<file path="src/rtl/ind_pkg.sv">
// constants, field layouts and carrier types for the indirect register access window
// Contract
// RULE1: select field chooses pattern, link, or die-ID page
// RULE2: auto-step adds one after each data access
// RULE3: prefetch on: offset write issues page read strobe
// RULE4: prefetch plus step: strobe after each data read
// RULE5: software sets prefetch only for prefetching pages
// RULE6: eight-bit offset register, resets to zero
// RULE7: data write forwarded; data read returns page byte
// RULE8: software writes control, then offset, then data
// RULE9: auto-step reaches successive offsets without rewriting offset
// RULE10: control upper bits read zero; fields reset zero
package ind_pkg;

  // ********************************************************
  // bus shape
  // ********************************************************
  localparam int ADDR_W = 12; // byte address width on the register bus
  localparam int DATA_W = 32; // bus data width

  // ********************************************************
  // register indices and byte addresses (byte address is four times the index)
  // ********************************************************
  localparam logic [7:0] CTRL_IDX = 8'hB0; // indirect_control
  localparam logic [7:0] OFFS_IDX = 8'hB1; // indirect_offset
  localparam logic [7:0] DATA_IDX = 8'hB2; // indirect_data_port
  localparam logic [ADDR_W-1:0] CTRL_ADDR = {2'h0, CTRL_IDX, 2'h0};
  localparam logic [ADDR_W-1:0] OFFS_ADDR = {2'h0, OFFS_IDX, 2'h0};
  localparam logic [ADDR_W-1:0] DATA_ADDR = {2'h0, DATA_IDX, 2'h0};

  // ********************************************************
  // control register fields and reset values
  // ********************************************************
  localparam int PREFETCH_BIT = 0; // read_prefetch_enable
  localparam int STEP_BIT = 1; // auto_step_enable
  localparam int SEL_LSB = 2; // target_page_select low bit
  localparam int SEL_MSB = 4; // target_page_select high bit
  localparam logic [7:0] CTRL_WMASK = 8'h1F; // upper three bits are read-only zero
  localparam logic [7:0] CTRL_RST = 8'h00; // page 0, no step, no prefetch
  localparam logic [7:0] OFFS_RST = 8'h00; // offset after reset
  localparam logic [7:0] OFFS_STEP = 8'h01; // auto-step increment

  // ********************************************************
  // page codes and bus responses
  // ********************************************************
  typedef enum logic [2:0] {
    PAGE_PATTERN_GEN = 3'b000,
    PAGE_LINK_TX = 3'b001,
    PAGE_DIE_ID = 3'b010
  } page_t;
  localparam logic [1:0] RESP_OKAY = 2'h0; // normal answer
  localparam logic [1:0] RESP_SLVERR = 2'h2; // answer to an unmapped address

  // ********************************************************
  // carrier towards the internal pages
  // ********************************************************
  typedef struct packed {
    logic [2:0] sel; // selected page code
    logic [7:0] addr; // current offset, also address of a read strobe
    logic rd; // one-cycle read strobe
    logic wr; // one-cycle write strobe
    logic [7:0] waddr; // offset of the write strobe
    logic [7:0] wdata; // byte of the write strobe
  } page_req_t;

  // ********************************************************
  // whole state of the block
  // ********************************************************
  typedef struct packed {
    logic [7:0] ctrl; // indirect_control
    logic [7:0] offs; // indirect_offset
    logic aw_have; // write address held
    logic [ADDR_W-1:0] awaddr; // held write address
    logic w_have; // write data held
    logic [7:0] wbyte; // held low data byte
    logic wlane; // held strobe of byte lane 0
    logic awready;
    logic wready;
    logic bvalid;
    logic [1:0] bresp;
    logic arready;
    logic rvalid;
    logic [1:0] rresp;
    logic [DATA_W-1:0] rdata;
    page_req_t req; // page side outputs
  } state_t;
  localparam state_t STATE_RST = '0; // every field, control included, clears

endpackage

</file>
<file path="src/rtl/indirect_register_access.sv">
// AXI4-Lite window giving indirect byte access to internal register pages
`timescale 1ns/100ps
module indirect_register_access (
  // clock, reset and freeze
  input wire logic clk,
  input wire logic rst,
  input wire logic ce,
  // write address channel
  input wire logic awvalid,
  output logic awready,
  input wire logic [ind_pkg::ADDR_W-1:0] awaddr,
  input wire logic [2:0] awprot,
  // write data channel
  input wire logic wvalid,
  output logic wready,
  input wire logic [ind_pkg::DATA_W-1:0] wdata,
  input wire logic [3:0] wstrb,
  // write response channel
  output logic bvalid,
  input wire logic bready,
  output logic [1:0] bresp,
  // read address channel
  input wire logic arvalid,
  output logic arready,
  input wire logic [ind_pkg::ADDR_W-1:0] araddr,
  input wire logic [2:0] arprot,
  // read data channel
  output logic rvalid,
  input wire logic rready,
  output logic [ind_pkg::DATA_W-1:0] rdata,
  output logic [1:0] rresp,
  // internal page side
  output ind_pkg::page_req_t page_req,
  input wire logic [7:0] page_rdata
);

  // ********************************************************
  // state and decode
  // ********************************************************
  ind_pkg::state_t s_r; // registered state
  ind_pkg::state_t s_nxt; // next state
  logic wr_go; // both halves of a write are held
  logic wr_ctrl; // write to the control register
  logic wr_offs; // write to the offset register
  logic wr_data; // write to the data port
  logic rd_go; // read address taken this cycle
  logic rd_data; // read of the data port
  logic rd_ctrl; // read of the control register
  logic step_on; // auto-step enabled
  logic pref_on; // read prefetch enabled

  // protection bits carry no meaning for this block
  logic prot_unused;
  assign prot_unused = ^{awprot, arprot, wdata[31:8], wstrb[3:1]};

  // write executes one cycle after its second half is taken
  assign wr_go = s_r.aw_have && s_r.w_have;
  // a write with lane 0 off is answered but changes nothing
  assign wr_ctrl = wr_go && s_r.wlane && (s_r.awaddr == ind_pkg::CTRL_ADDR);
  assign wr_offs = wr_go && s_r.wlane && (s_r.awaddr == ind_pkg::OFFS_ADDR);
  assign wr_data = wr_go && s_r.wlane && (s_r.awaddr == ind_pkg::DATA_ADDR);
  assign rd_go = arvalid && s_r.arready;
  assign rd_ctrl = rd_go && (araddr == ind_pkg::CTRL_ADDR);
  assign rd_data = rd_go && (araddr == ind_pkg::DATA_ADDR);
  assign step_on = s_r.ctrl[ind_pkg::STEP_BIT];
  assign pref_on = s_r.ctrl[ind_pkg::PREFETCH_BIT];

  // ********************************************************
  // next state
  // ********************************************************
  always_comb begin
    s_nxt = s_r;
    // strobes last one cycle
    s_nxt.req.rd = 1'b0;
    s_nxt.req.wr = 1'b0;
    // take the write halves in either order
    if (awvalid && s_r.awready) begin
      s_nxt.aw_have = 1'b1;
      s_nxt.awaddr = awaddr;
    end
    if (wvalid && s_r.wready) begin
      s_nxt.w_have = 1'b1;
      s_nxt.wbyte = wdata[7:0];
      s_nxt.wlane = wstrb[0];
    end
    // answers leave when taken
    if (bready && s_r.bvalid) begin
      s_nxt.bvalid = 1'b0;
    end
    if (rready && s_r.rvalid) begin
      s_nxt.rvalid = 1'b0;
    end
    // execute a held write
    if (wr_go) begin
      s_nxt.aw_have = 1'b0;
      s_nxt.w_have = 1'b0;
      s_nxt.bvalid = 1'b1;
      s_nxt.bresp = ind_pkg::RESP_OKAY;
      if (!((s_r.awaddr == ind_pkg::CTRL_ADDR) || (s_r.awaddr == ind_pkg::OFFS_ADDR) ||
            (s_r.awaddr == ind_pkg::DATA_ADDR))) begin
        s_nxt.bresp = ind_pkg::RESP_SLVERR;
      end
    end
    // RULE10: upper control bits stay zero
    if (wr_ctrl) begin
      s_nxt.ctrl = s_r.wbyte & ind_pkg::CTRL_WMASK;
    end
    // RULE6: offset register takes the byte
    if (wr_offs) begin
      s_nxt.offs = s_r.wbyte;
      // RULE3: prefetch strobe on offset write
      if (pref_on) begin
        s_nxt.req.rd = 1'b1;
      end
    end
    // RULE7: forward data byte to the page
    if (wr_data) begin
      s_nxt.req.wr = 1'b1;
      s_nxt.req.waddr = s_r.offs;
      s_nxt.req.wdata = s_r.wbyte;
      // RULE2: step after the write
      if (step_on) begin
        s_nxt.offs = s_nxt.offs + ind_pkg::OFFS_STEP;
      end
    end
    // reads answer one cycle after the address is taken
    if (rd_go) begin
      s_nxt.rvalid = 1'b1;
      s_nxt.rresp = ind_pkg::RESP_OKAY;
      unique case (araddr)
        // RULE10: reserved bits read zero
        ind_pkg::CTRL_ADDR: begin
          s_nxt.rdata = {24'h000000, s_r.ctrl};
        end
        ind_pkg::OFFS_ADDR: begin
          s_nxt.rdata = {24'h000000, s_r.offs};
        end
        ind_pkg::DATA_ADDR: begin
          // RULE7: byte the page shows at the current offset
          s_nxt.rdata = {24'h000000, page_rdata};
          // RULE9: step so the next read reaches the next offset
          if (step_on) begin
            s_nxt.offs = s_nxt.offs + ind_pkg::OFFS_STEP;
            // RULE4: refetch at the new offset
            if (pref_on) begin
              s_nxt.req.rd = 1'b1;
            end
          end
        end
        default: begin
          // unmapped address answers an error and reads zero
          s_nxt.rdata = 32'h00000000;
          s_nxt.rresp = ind_pkg::RESP_SLVERR;
        end
      endcase
    end
    // RULE1: page select follows the control field
    s_nxt.req.sel = s_nxt.ctrl[ind_pkg::SEL_MSB:ind_pkg::SEL_LSB];
    // pages look at the offset the register holds, so reads never see a stale address
    s_nxt.req.addr = s_nxt.offs;
    // one write and one read at a time: refuse new halves while one is pending
    s_nxt.awready = !s_nxt.aw_have && !s_nxt.bvalid;
    s_nxt.wready = !s_nxt.w_have && !s_nxt.bvalid;
    s_nxt.arready = !s_nxt.rvalid;
  end

  // ********************************************************
  // state register
  // ********************************************************
  // ce low freezes everything, bus handshakes included
  always_ff @(posedge clk or posedge rst) begin
    if (rst) begin
      s_r <= ind_pkg::STATE_RST;
    end else if (ce) begin
      s_r <= s_nxt;
    end
  end

  // outputs straight from the state register
  assign awready = s_r.awready;
  assign wready = s_r.wready;
  assign bvalid = s_r.bvalid;
  assign bresp = s_r.bresp;
  assign arready = s_r.arready;
  assign rvalid = s_r.rvalid;
  assign rdata = s_r.rdata;
  assign rresp = s_r.rresp;
  assign page_req = s_r.req;
endmodule

</file>
<file path="config.mk">
export PLATFORM = sky130hd
export DESIGN_NAME = indirect_register_access
export DESIGN_NICKNAME = d
export VERILOG_FILES = /design/src/rtl/ind_pkg.sv /design/src/rtl/indirect_register_access.sv
export SDC_FILE = /design/constraint.sdc
export NUM_CORES = 1
export LEC_CHECK = 0
export BUFFER_PORTS_ARGS = -buffer_cell sky130_fd_sc_hd__buf_4
export CORE_MARGIN = 5
export CORE_UTILIZATION = 53
export CTS_CLUSTER_DIAMETER = 120
export CTS_CLUSTER_SIZE = 12
export DETAILED_ROUTE_END_ITERATION = 12
export GPL_ROUTABILITY_DRIVEN = 1
export PLACE_DENSITY = 0.86
export SYNTH_ARGS = -nofsm -noshare
export SYNTH_HDL_FRONTEND = slang
export SYNTH_SLANG_ARGS = --single-unit
</file>
<file path="constraint.sdc">
create_clock -name clk -period 6.2 [get_ports clk]
set_input_delay 0.31 -clock clk [delete_from_list [all_inputs] [get_ports clk]]
set_output_delay 0.31 -clock clk [all_outputs]
set_load 0.01 [all_outputs]
</file>
==> After elaboration in Yosys (flattened, before gate mapping) <==
Index checks and enable logic that the tools add are counted.
W data, S select, Z words.
{ "word_totals": {"in_bits": 82, "register_bits": 95, "out_inout_bits": 70, "word_cells": 77} }
{ "op_classes": {"n_addsub": 2, "n_eq_ne": 6, "mux": 24, "reduce_logical": 25} }
{ "op_table": {"columns": ["op", "count"], "rows": [
  ["$eq A12 B10 Y1 const B", 6],
  ["$mux W8", 6],
  ["$mux W35", 1],
  ["$pmux W8 S3", 1],
  ["$mux W17", 1],
  ["$add A8 B1 Y8 const B", 2],
  ["$mux W13", 1],
  ["$logic_and A1 B1 Y1", 12],
  ["$reduce_and A2 Y1", 6],
  ["$mux W1", 10],
  ["$mux W10", 1],
  ["$logic_not A1 Y1", 4],
  ["$mux W2", 2],
  ["$mux W3", 1],
  ["$reduce_or A3 Y1", 1],
  ["$logic_or A1 B1 Y1", 2]
]} }

==> Longest topological paths before layout <==
Gate-level depths: netlist of run 1.
{ "logic_depth": {"word_depth": 11, "mapped_depth": 12, "mapped_depth_nobuf": 11} }

==> Least setup slack after synthesis of run 1 <==
No wires, ideal clock.
{ "synth_timing": {"kind": "reg-to-reg", "start": "reg s_r[91] in the netlist's numbering", "end": "reg s_r (netlist bit page_req[24])", "required_ns": 6.118, "setup_time_ns": 0.082, "slack_ns": 2.939, "path_stages_with_launch": 12, "arrival_ns": 3.179, "path_buffers": 0, "path_cell_list": "dfrtp_1 -> or4_4 -> nor4_1 -> nand2_1 -> xor2_1 -> o21ai_0 -> ha_1 -> nand3_1 -> or3_1 -> o32a_1 -> or3_1 -> a31oi_1"} }
{ "synth_via": {"elab_chain_cells": 10, "word_cells_on_any_way": 12, "cone_classes": "add/sub: 2; eq/ne: 2; mux: 6; reduce/logical: 2"} }
{ "synth_rtl": {"columns": ["item", "line_no", "source"], "rows": [
  ["start, declared", "indirect_register_access.sv:40", "ind_pkg::state_t s_r;"],
  ["start signal, assigned", "indirect_register_access.sv:173", "s_r <= ind_pkg::STATE_RST;"],
  ["start signal, assigned", "indirect_register_access.sv:175", "s_r <= s_nxt;"],
  ["$eq A12 B10 Y1", "indirect_register_access.sv:60", "assign wr_offs = wr_go && s_r.wlane && (s_r.awaddr == ind_pkg::OFFS_ADDR);"],
  ["$logic_and A1 B1 Y1", "indirect_register_access.sv:60", null],
  ["$mux W8", "indirect_register_access.sv:109", "if (wr_offs) begin"],
  ["$add A8 B1 Y8", "indirect_register_access.sv:123", "s_nxt.offs = s_nxt.offs + ind_pkg::OFFS_STEP;"],
  ["$mux W8", "indirect_register_access.sv:122", "if (step_on) begin"],
  ["$mux W8 (*)", "indirect_register_access.sv:117", "if (wr_data) begin"],
  ["$add A8 B1 Y8", "indirect_register_access.sv:143", "s_nxt.offs = s_nxt.offs + ind_pkg::OFFS_STEP;"],
  ["$mux W8", "indirect_register_access.sv:142", "if (step_on) begin"],
  ["$mux W8", "indirect_register_access.sv:130", "unique case (araddr)"],
  ["$mux W8 (*)", "indirect_register_access.sv:127", "if (rd_go) begin"]
]} }
Mark *: on every way between the ends. The rest lies on a longest branch, timed or not.
A chain may end at the register's enable or synchronous reset.

==> Worst setup path after layout of run 1 <==
Ends and elaborated chain as after synthesis.

==> flow_summary.ini, run 1 <==
[run_status]
status = completed

[finish]
diodes = 0
fill_cells = 609
area_growth_pct = 13.59
drive_gt1_frac = 0.3614
final_nets = 518
multi_input_area_mm2 = 0.001723
final_area_mm2 = 0.004487
final_cells = 539
register_area_mm2 = 0.001727

[floorplanning]
core_area_mm2 = 0.007253
start_util = 0.5446
die_area_mm2 = 0.009279
ioPinCount = 152
die_w_um = 96.33
die_h_um = 96.33
std_cell_rows = 31

[worst_setup_path]
cpMostUsedCell = or3_1
crit_slowest_cell = nor4_1
setup.worst_path.start = s_r[91]$_DFFE_PP0P_
reg2reg_slack_ns = 2.44
worstPathCellList = or4_4 -> nor4_1 -> nand2_1 -> xor2_1 -> o21ai_0 -> ha_1 -> nand3_1 -> or3_1 -> o32a_1 -> or3_1 -> a31oi_1
r2r_start = s_r[91]$_DFFE_PP0P_
rr_endpoint = page_req[24]$_DFFE_PP0P_
reg2regPathDepth = 11
cpPeakStageDelay_ns = 0.75
critical_path.endpoint = page_req[24]$_DFFE_PP0P_
crit_required_ns = 6.47
arrival_ns = 4.03
critPathLaunchType = register
endpoint_kind = register
worst-setup-path-type = register to register
worstPathMaxFanout = 5

[global_route]
grt_pass1_vias = 2851
grtUsageTotal = 0.1912
antenna_found_initial = 0
grt_max_degree = 70
grt_overflow_total = 0
grt_pass1_wl_um = 13480

[sta]
rsz0062_at_grt = false
slew_viol_final = 0
post-route-period-util = 0.6063
finalWorstPathRequiredPeriod_ns = 3.759
finClkSkew_ns = 0.007197
hold_viol = 0
setup-violations-final = 0
setup_ws_ns = 2.441
setup_tns_ns = 0
slew_headroom = 0.3261
worst_pin_slew_ns = 1.002
fmax_ghz = 0.2660
whs_ns = 0.1940

[synthesis]
ys_warn_count = 0
synth-seq-cells = 69
synth_fa_ha_area_frac = 0.003168
synth_ff_type = dfrtp_1
synth_common_cells = 69 x dfrtp_1, 65 x buf_4, 45 x mux2_2, 37 x nand2_1
synth-compound-area-share = 0.09249
avgSynthCellArea_um2 = 10.31
async_flop_share = 1.000
syn_area_mm2 = 0.003950
yosys.area_share.simple = 0.1378
synthDistinctLibCells = 49
yosysMostFrequentCell = dfrtp_1
syn_inst = 383
synth_xor_area_frac = 0.02439
synthTopCellsByArea = dfrtp_1 44%, mux2_2 13%, buf_4 12%, nand2_1 3.5%, mux2i_1 2.5%
synth.top_cell.area_share = 0.4371
synth_edf_count = 0
muxShareOfSynthArea = 0.1536
yosysTopAreaCell = dfrtp_1
synth_top_family_by_area = multiplexers
seq_area_frac_synth = 0.4371

[pwr]
p_clk_frac = 0.253
p_sw_frac = 0.3202
comb_power_share = 0.231
peakVddDrop_mv = 0.2055
cellLeakagePower_nw = 2.171
powerDensity_mw_per_mm2 = 286.2
seqPwrFrac = 0.516
p_int_w = 0.0008730
switchingPower_w = 0.0004112

[drt]
wl_per_cell_um = 15.71
detail-route-antenna-nets = 0
routed_wl_um = 8465
vias = 2923
route.detailed.drc = 0
dr.pass1.iters = 5
post_drt_via_cell_ratio = 5.423
drt_iter0_drc = 275

[clock_network]
clk_pin_slew_worst_paths_ns = 0.07
cts_setup_buffers = 0
cts.htree.levels = 3
numCtsBuffers = 9
cts_root_buf = clkbuf_8
ctsHoldBuffers = 0
cts_resized = 0
tritoncts = done
worstSkewPairLatency_ns = 0.34
max-clock-path-buffers = 2
cts.sinks = 69

[placed_design]
dpl.hpwl_um = 6481
gp_congestion = 0.9201
dp_cells = 523
place_area_mm2 = 0.004309
pre_cts_slack_ns = 2.522
io_buffers = 92

[hold_path]
hp-class = input pin to register

[run]
cap_violations = 0
[worst max-delay path: cells and delay by family, from the launching register on]
kind	cells	cell delay [ns]
fa+ha+maj	1	0.19
compound gates	3	0.61
xor+xnor	1	0.16
simple gates	6	2.35
flops	1	0.39
[layout make-up]
| class | instances | area share |
|---|---|---|
| clock buffer | 12 | 0.03458 |
| clock inverter | 4 | 0.005020 |
| inverter | 10 | 0.008366 |
| multi-input combinational | 252 | 0.3840 |
| sequential | 69 | 0.3848 |
| tap | 99 | 0.02761 |
| timing repair buffer | 93 | 0.1556 |
[through the flow]
stage	util	total power [W]
2_1_floorplan	-	0.0008672
3_3_place_gp	0.5941	0.0009468
3_5_place_dp	0.5941	0.0009691
4_1_cts	0.6186	0.001295
5_1_grt	0.6186	0.001367
6_report	0.6186	0.001284
[power groups by stage]
stage | sequential, W | clock, W | combinational (W)
3_3_place_gp | 0.000663 | 0 | 0.000284
4_1_cts | 0.000662 | 0.000333 | 0.000300
3_5_place_dp | 0.000670 | 0 | 0.000299
5_1_grt | 0.000679 | 0.000357 | 0.000331
2_1_floorplan | 0.000624 | 0 | 0.000243
6_report | 0.000663 | 0.000325 | 0.000296
[sequential cells by signal, indices dropped and copies added, names as in the netlist]
signal    flops
bvalid        1
rresp         1
wready        1
awready       1
page_req     26
rdata         8
pref_on       1
rvalid        1
arready       1
s_r          27
bresp         1
[worst min-delay path by stage]
stage | from | to | slack [ns] | cells past startpoint
after floorplan | rdata[0]$_DFFE_PP0P_ | rdata[0]$_DFFE_PP0P_ | 0.45 | 2
after global placement | rdata[6]$_DFFE_PP0P_ | rdata[6]$_DFFE_PP0P_ | 0.47 | 2
after detailed placement | rdata[6]$_DFFE_PP0P_ | rdata[6]$_DFFE_PP0P_ | 0.47 | 2
after CTS | awaddr[6] | s_r[86]$_DFFE_PP0P_ | 0.18 | 2
after global routing | awaddr[6] | s_r[86]$_DFFE_PP0P_ | 0.18 | 2
final | awaddr[6] | s_r[86]$_DFFE_PP0P_ | 0.19 | 2
[placed cells by master, fill, tap and decap left out, types with 3 or more instances in the layout]
| master | count |
|---|---|
| o21ai_0 | 14 |
| dfrtp_1 | 69 |
| nand4_1 | 3 |
| o22ai_1 | 3 |
| nor4_1 | 4 |
| nor2_1 | 18 |
| nand2_1 | 37 |
| clkbuf_8 | 11 |
| a22oi_1 | 5 |
| conb_1 | 26 |
| clkinv_2 | 3 |
| mux2i_1 | 10 |
| o31ai_1 | 8 |
| nand3_1 | 14 |
| xor2_1 | 5 |
| buf_4 | 93 |
| nand4b_1 | 3 |
| a21oi_1 | 18 |
| mux2_2 | 45 |
| inv_1 | 9 |
| xnor2_1 | 6 |
[kinds of logic (layout without fill, tap and decap cells)]
| kind of cell | Yosys count | after routing |
|---|---|---|
| XOR/XNOR | 11 | 11 |
| AND/OR/NAND/NOR | 100 | 100 |
| adder cells (fa/ha/maj) | 1 | 1 |
| buffers and inverters | 87 | 119 |
| AO/OA/AOI/OAI | 59 | 59 |
| multiplexers | 55 | 55 |
| other | 1 | 26 |
| flip-flops | 69 | 69 |
[layer usage]
metal	GRT usage	wire [um]	vias to the layer above
met2	0.3140	4239	147
met1	0.2323	3249	1389
met4	0.1051	265	0
met5	0	0	-
met3	0.04300	710	24
li1	-	-	1363
Power figures use the tool's default switching activity.
==> run 2, diff against run 1 <==
CORE_UTILIZATION = 45   (was 53)
PLACE_DENSITY = 0.77   (was 0.86)
clock period = 3.15 ns   (was 6.2 ns; I/O delays follow)
==> run 2 against run 1 <==
  * Die area is 16% higher
  * Critical path depth fell by 1
  * Combinational power rose by 100%
  * Cell count is 4.5% higher
==> flow_summary.ini, run 2 (same netlist as run 1, synthesis figures left out) <==
[pwr]
powerDensity_mw_per_mm2 = 583.3
switchingPower_w = 0.0008418
seqPwrFrac = 0.478
comb_power_share = 0.220
p_int_w = 0.001895
peakVddDrop_mv = 0.3705
p_sw_frac = 0.3076
cellLeakagePower_nw = 2.286
p_clk_frac = 0.302

[sta]
finClkSkew_ns = 0.01067
hold_viol = 0
finalWorstPathRequiredPeriod_ns = 3.009
post-route-period-util = 0.9552
worst_pin_slew_ns = 1.035
fmax_ghz = 0.3324
slew_headroom = 0.3088
slew_viol_final = 0
setup_ws_ns = 0.1411
setup-violations-final = 0
rsz0062_at_grt = false
setup_tns_ns = 0

[drt]
drt_iter0_drc = 114
vias = 2963
routed_wl_um = 8687
detail-route-antenna-nets = 0
route.detailed.drc = 0
met3WireLength_um = 733
top_layer = met4
post_drt_via_cell_ratio = 5.263
wl_met1_um = 3528
wl_met2_um = 4247
dr.pass1.iters = 6
wl_per_cell_um = 15.43

[clock_network]
cts.htree.levels = 3
max-clock-path-buffers = 2
worstSkewPairLatency_ns = 0.34
clk_pin_slew_worst_paths_ns = 0.08
numCtsBuffers = 9
cts_root_buf = clkbuf_8
ctsHoldBuffers = 0
cts.sinks = 69
tritoncts = done

[worst_setup_path]
crit_slowest_cell = or4_4
cp_num_buf_inv = 0
crit_required_ns = 3.42
cpPeakStageDelay_ns = 0.59
arrival_ns = 3.28
rr_endpoint = page_req[24]$_DFFE_PP0P_
reg2regPathDepth = 10
r2r_start = s_r[85]$_DFFE_PP0P_
endpoint_kind = register
critPathLaunchType = register
worstPathMaxFanout = 4
cpLargestDelayFamily = simple AND/OR/NAND/NOR gates
cpMostUsedCell = or3_1
reg2reg_slack_ns = 0.14
worstPathCellList = or4_4 -> nor4b_4 -> a21oi_1 -> nor2_2 -> ha_1 -> nand3_2 -> or3_1 -> o32a_1 -> or3_1 -> a31oi_1
worst-setup-path-type = register to register

[finish]
fill_cells = 767
final_cells = 563
layout_common_cells = 108 x buf_4, 69 x dfrtp_1, 45 x mux2_2, 36 x nand2_1, 26 x conb_1
drive_gt1_frac = 0.3934
multi_input_area_mm2 = 0.001748
register_area_mm2 = 0.001727
final_nets = 533
largest-register = s_r
layout_commonest_cell = buf_4
diodes = 0
largest_register_ffs = 27
area_growth_pct = 18.78

[floorplanning]
start_util = 0.4574
ioPinCount = 152
die_w_um = 103.7
die_h_um = 103.7
core_area_mm2 = 0.008636
std_cell_rows = 34
die_area_mm2 = 0.01075

[global_route]
grt_pass1_wl_um = 13940
grt_pass1_vias = 2890
grtUsageTotal = 0.1566
grt_max_degree = 53
antenna_found_initial = 0
grt_overflow_total = 0

[run_status]
status = completed

[placed_design]
pre_cts_slack_ns = 0.01365
gp_congestion = 0.8408
io_buffers = 92
dpl.hpwl_um = 6682
dp_cells = 546

[hold_path]
hold_end = s_r[78]$_DFFE_PP0P_
min_delay_path_depth = 2
min_from = wdata[7]
hp-class = input pin to register

[run]
cap_violations = 0
[run 2: cell count changes in the layout (fill, tap and decap cells not counted), moves of 2 or more]
cell       previous run  this run
buf_4                93       108
bufinv_16             0         2
clkinv_2              3         1
clkinv_4              0         2
[run 2: power by group through the flow]
stage	combinational, W	clock [W]	sequential (W)
finish	0.000602	0.000826	0.00131
global route	0.000664	0.000883	0.00133
CTS	0.000607	0.000843	0.00131
detailed placement	0.000601	0	0.00133
global placement	0.000578	0	0.00131
floorplan	0.000481	0	0.00123
[run 2: worst max path at each step]
stage,cells past startpoint,endpoint,from
after floorplan,10,page_req[24]$_DFFE_PP0P_,s_r[91]$_DFFE_PP0P_
after global placement,11,page_req[24]$_DFFE_PP0P_,s_r[91]$_DFFE_PP0P_
after detailed placement,11,page_req[24]$_DFFE_PP0P_,s_r[91]$_DFFE_PP0P_
after CTS,10,page_req[24]$_DFFE_PP0P_,s_r[91]$_DFFE_PP0P_
after global routing,10,page_req[24]$_DFFE_PP0P_,s_r[85]$_DFFE_PP0P_
final,10,page_req[24]$_DFFE_PP0P_,s_r[85]$_DFFE_PP0P_
[run 2: stage by stage]
step | utilization | hold slack (ns) | total power, W | cell area, um^2
after floorplan | - | 0.3080 | 0.001710 | 4053
after global placement | 0.5135 | 0.3908 | 0.001888 | 4434
after detailed placement | 0.5135 | 0.3943 | 0.001927 | 4434
after CTS | 0.5416 | 0.03139 | 0.002759 | 4677
after global routing | 0.5433 | 0.02816 | 0.002881 | 4692
final | 0.5433 | 0.04433 | 0.002737 | 4692
[run 2: per-layer routing]
metal	vias up	GRT usage
met5	-	0
met4	0	0.06013
met3	15	0.05473
met2	119	0.2623
met1	1431	0.1842
li1	1398	-
[run 2: timing repair]
action / CTS / global route
setup endpoints to repair: 1 / 2
buffers inserted: 0 / 1
pin swaps: 0 / 5
gates resized for setup: 1 / 2
[run 2: area by class of cell]
cell class,instances,share of cell area
multi-input combinational,252,0.3725
tap,108,0.02880
clock inverter,5,0.01760
clock buffer,11,0.03227
timing repair buffer,108,0.1728
inverter,10,0.008000
sequential,69,0.3680
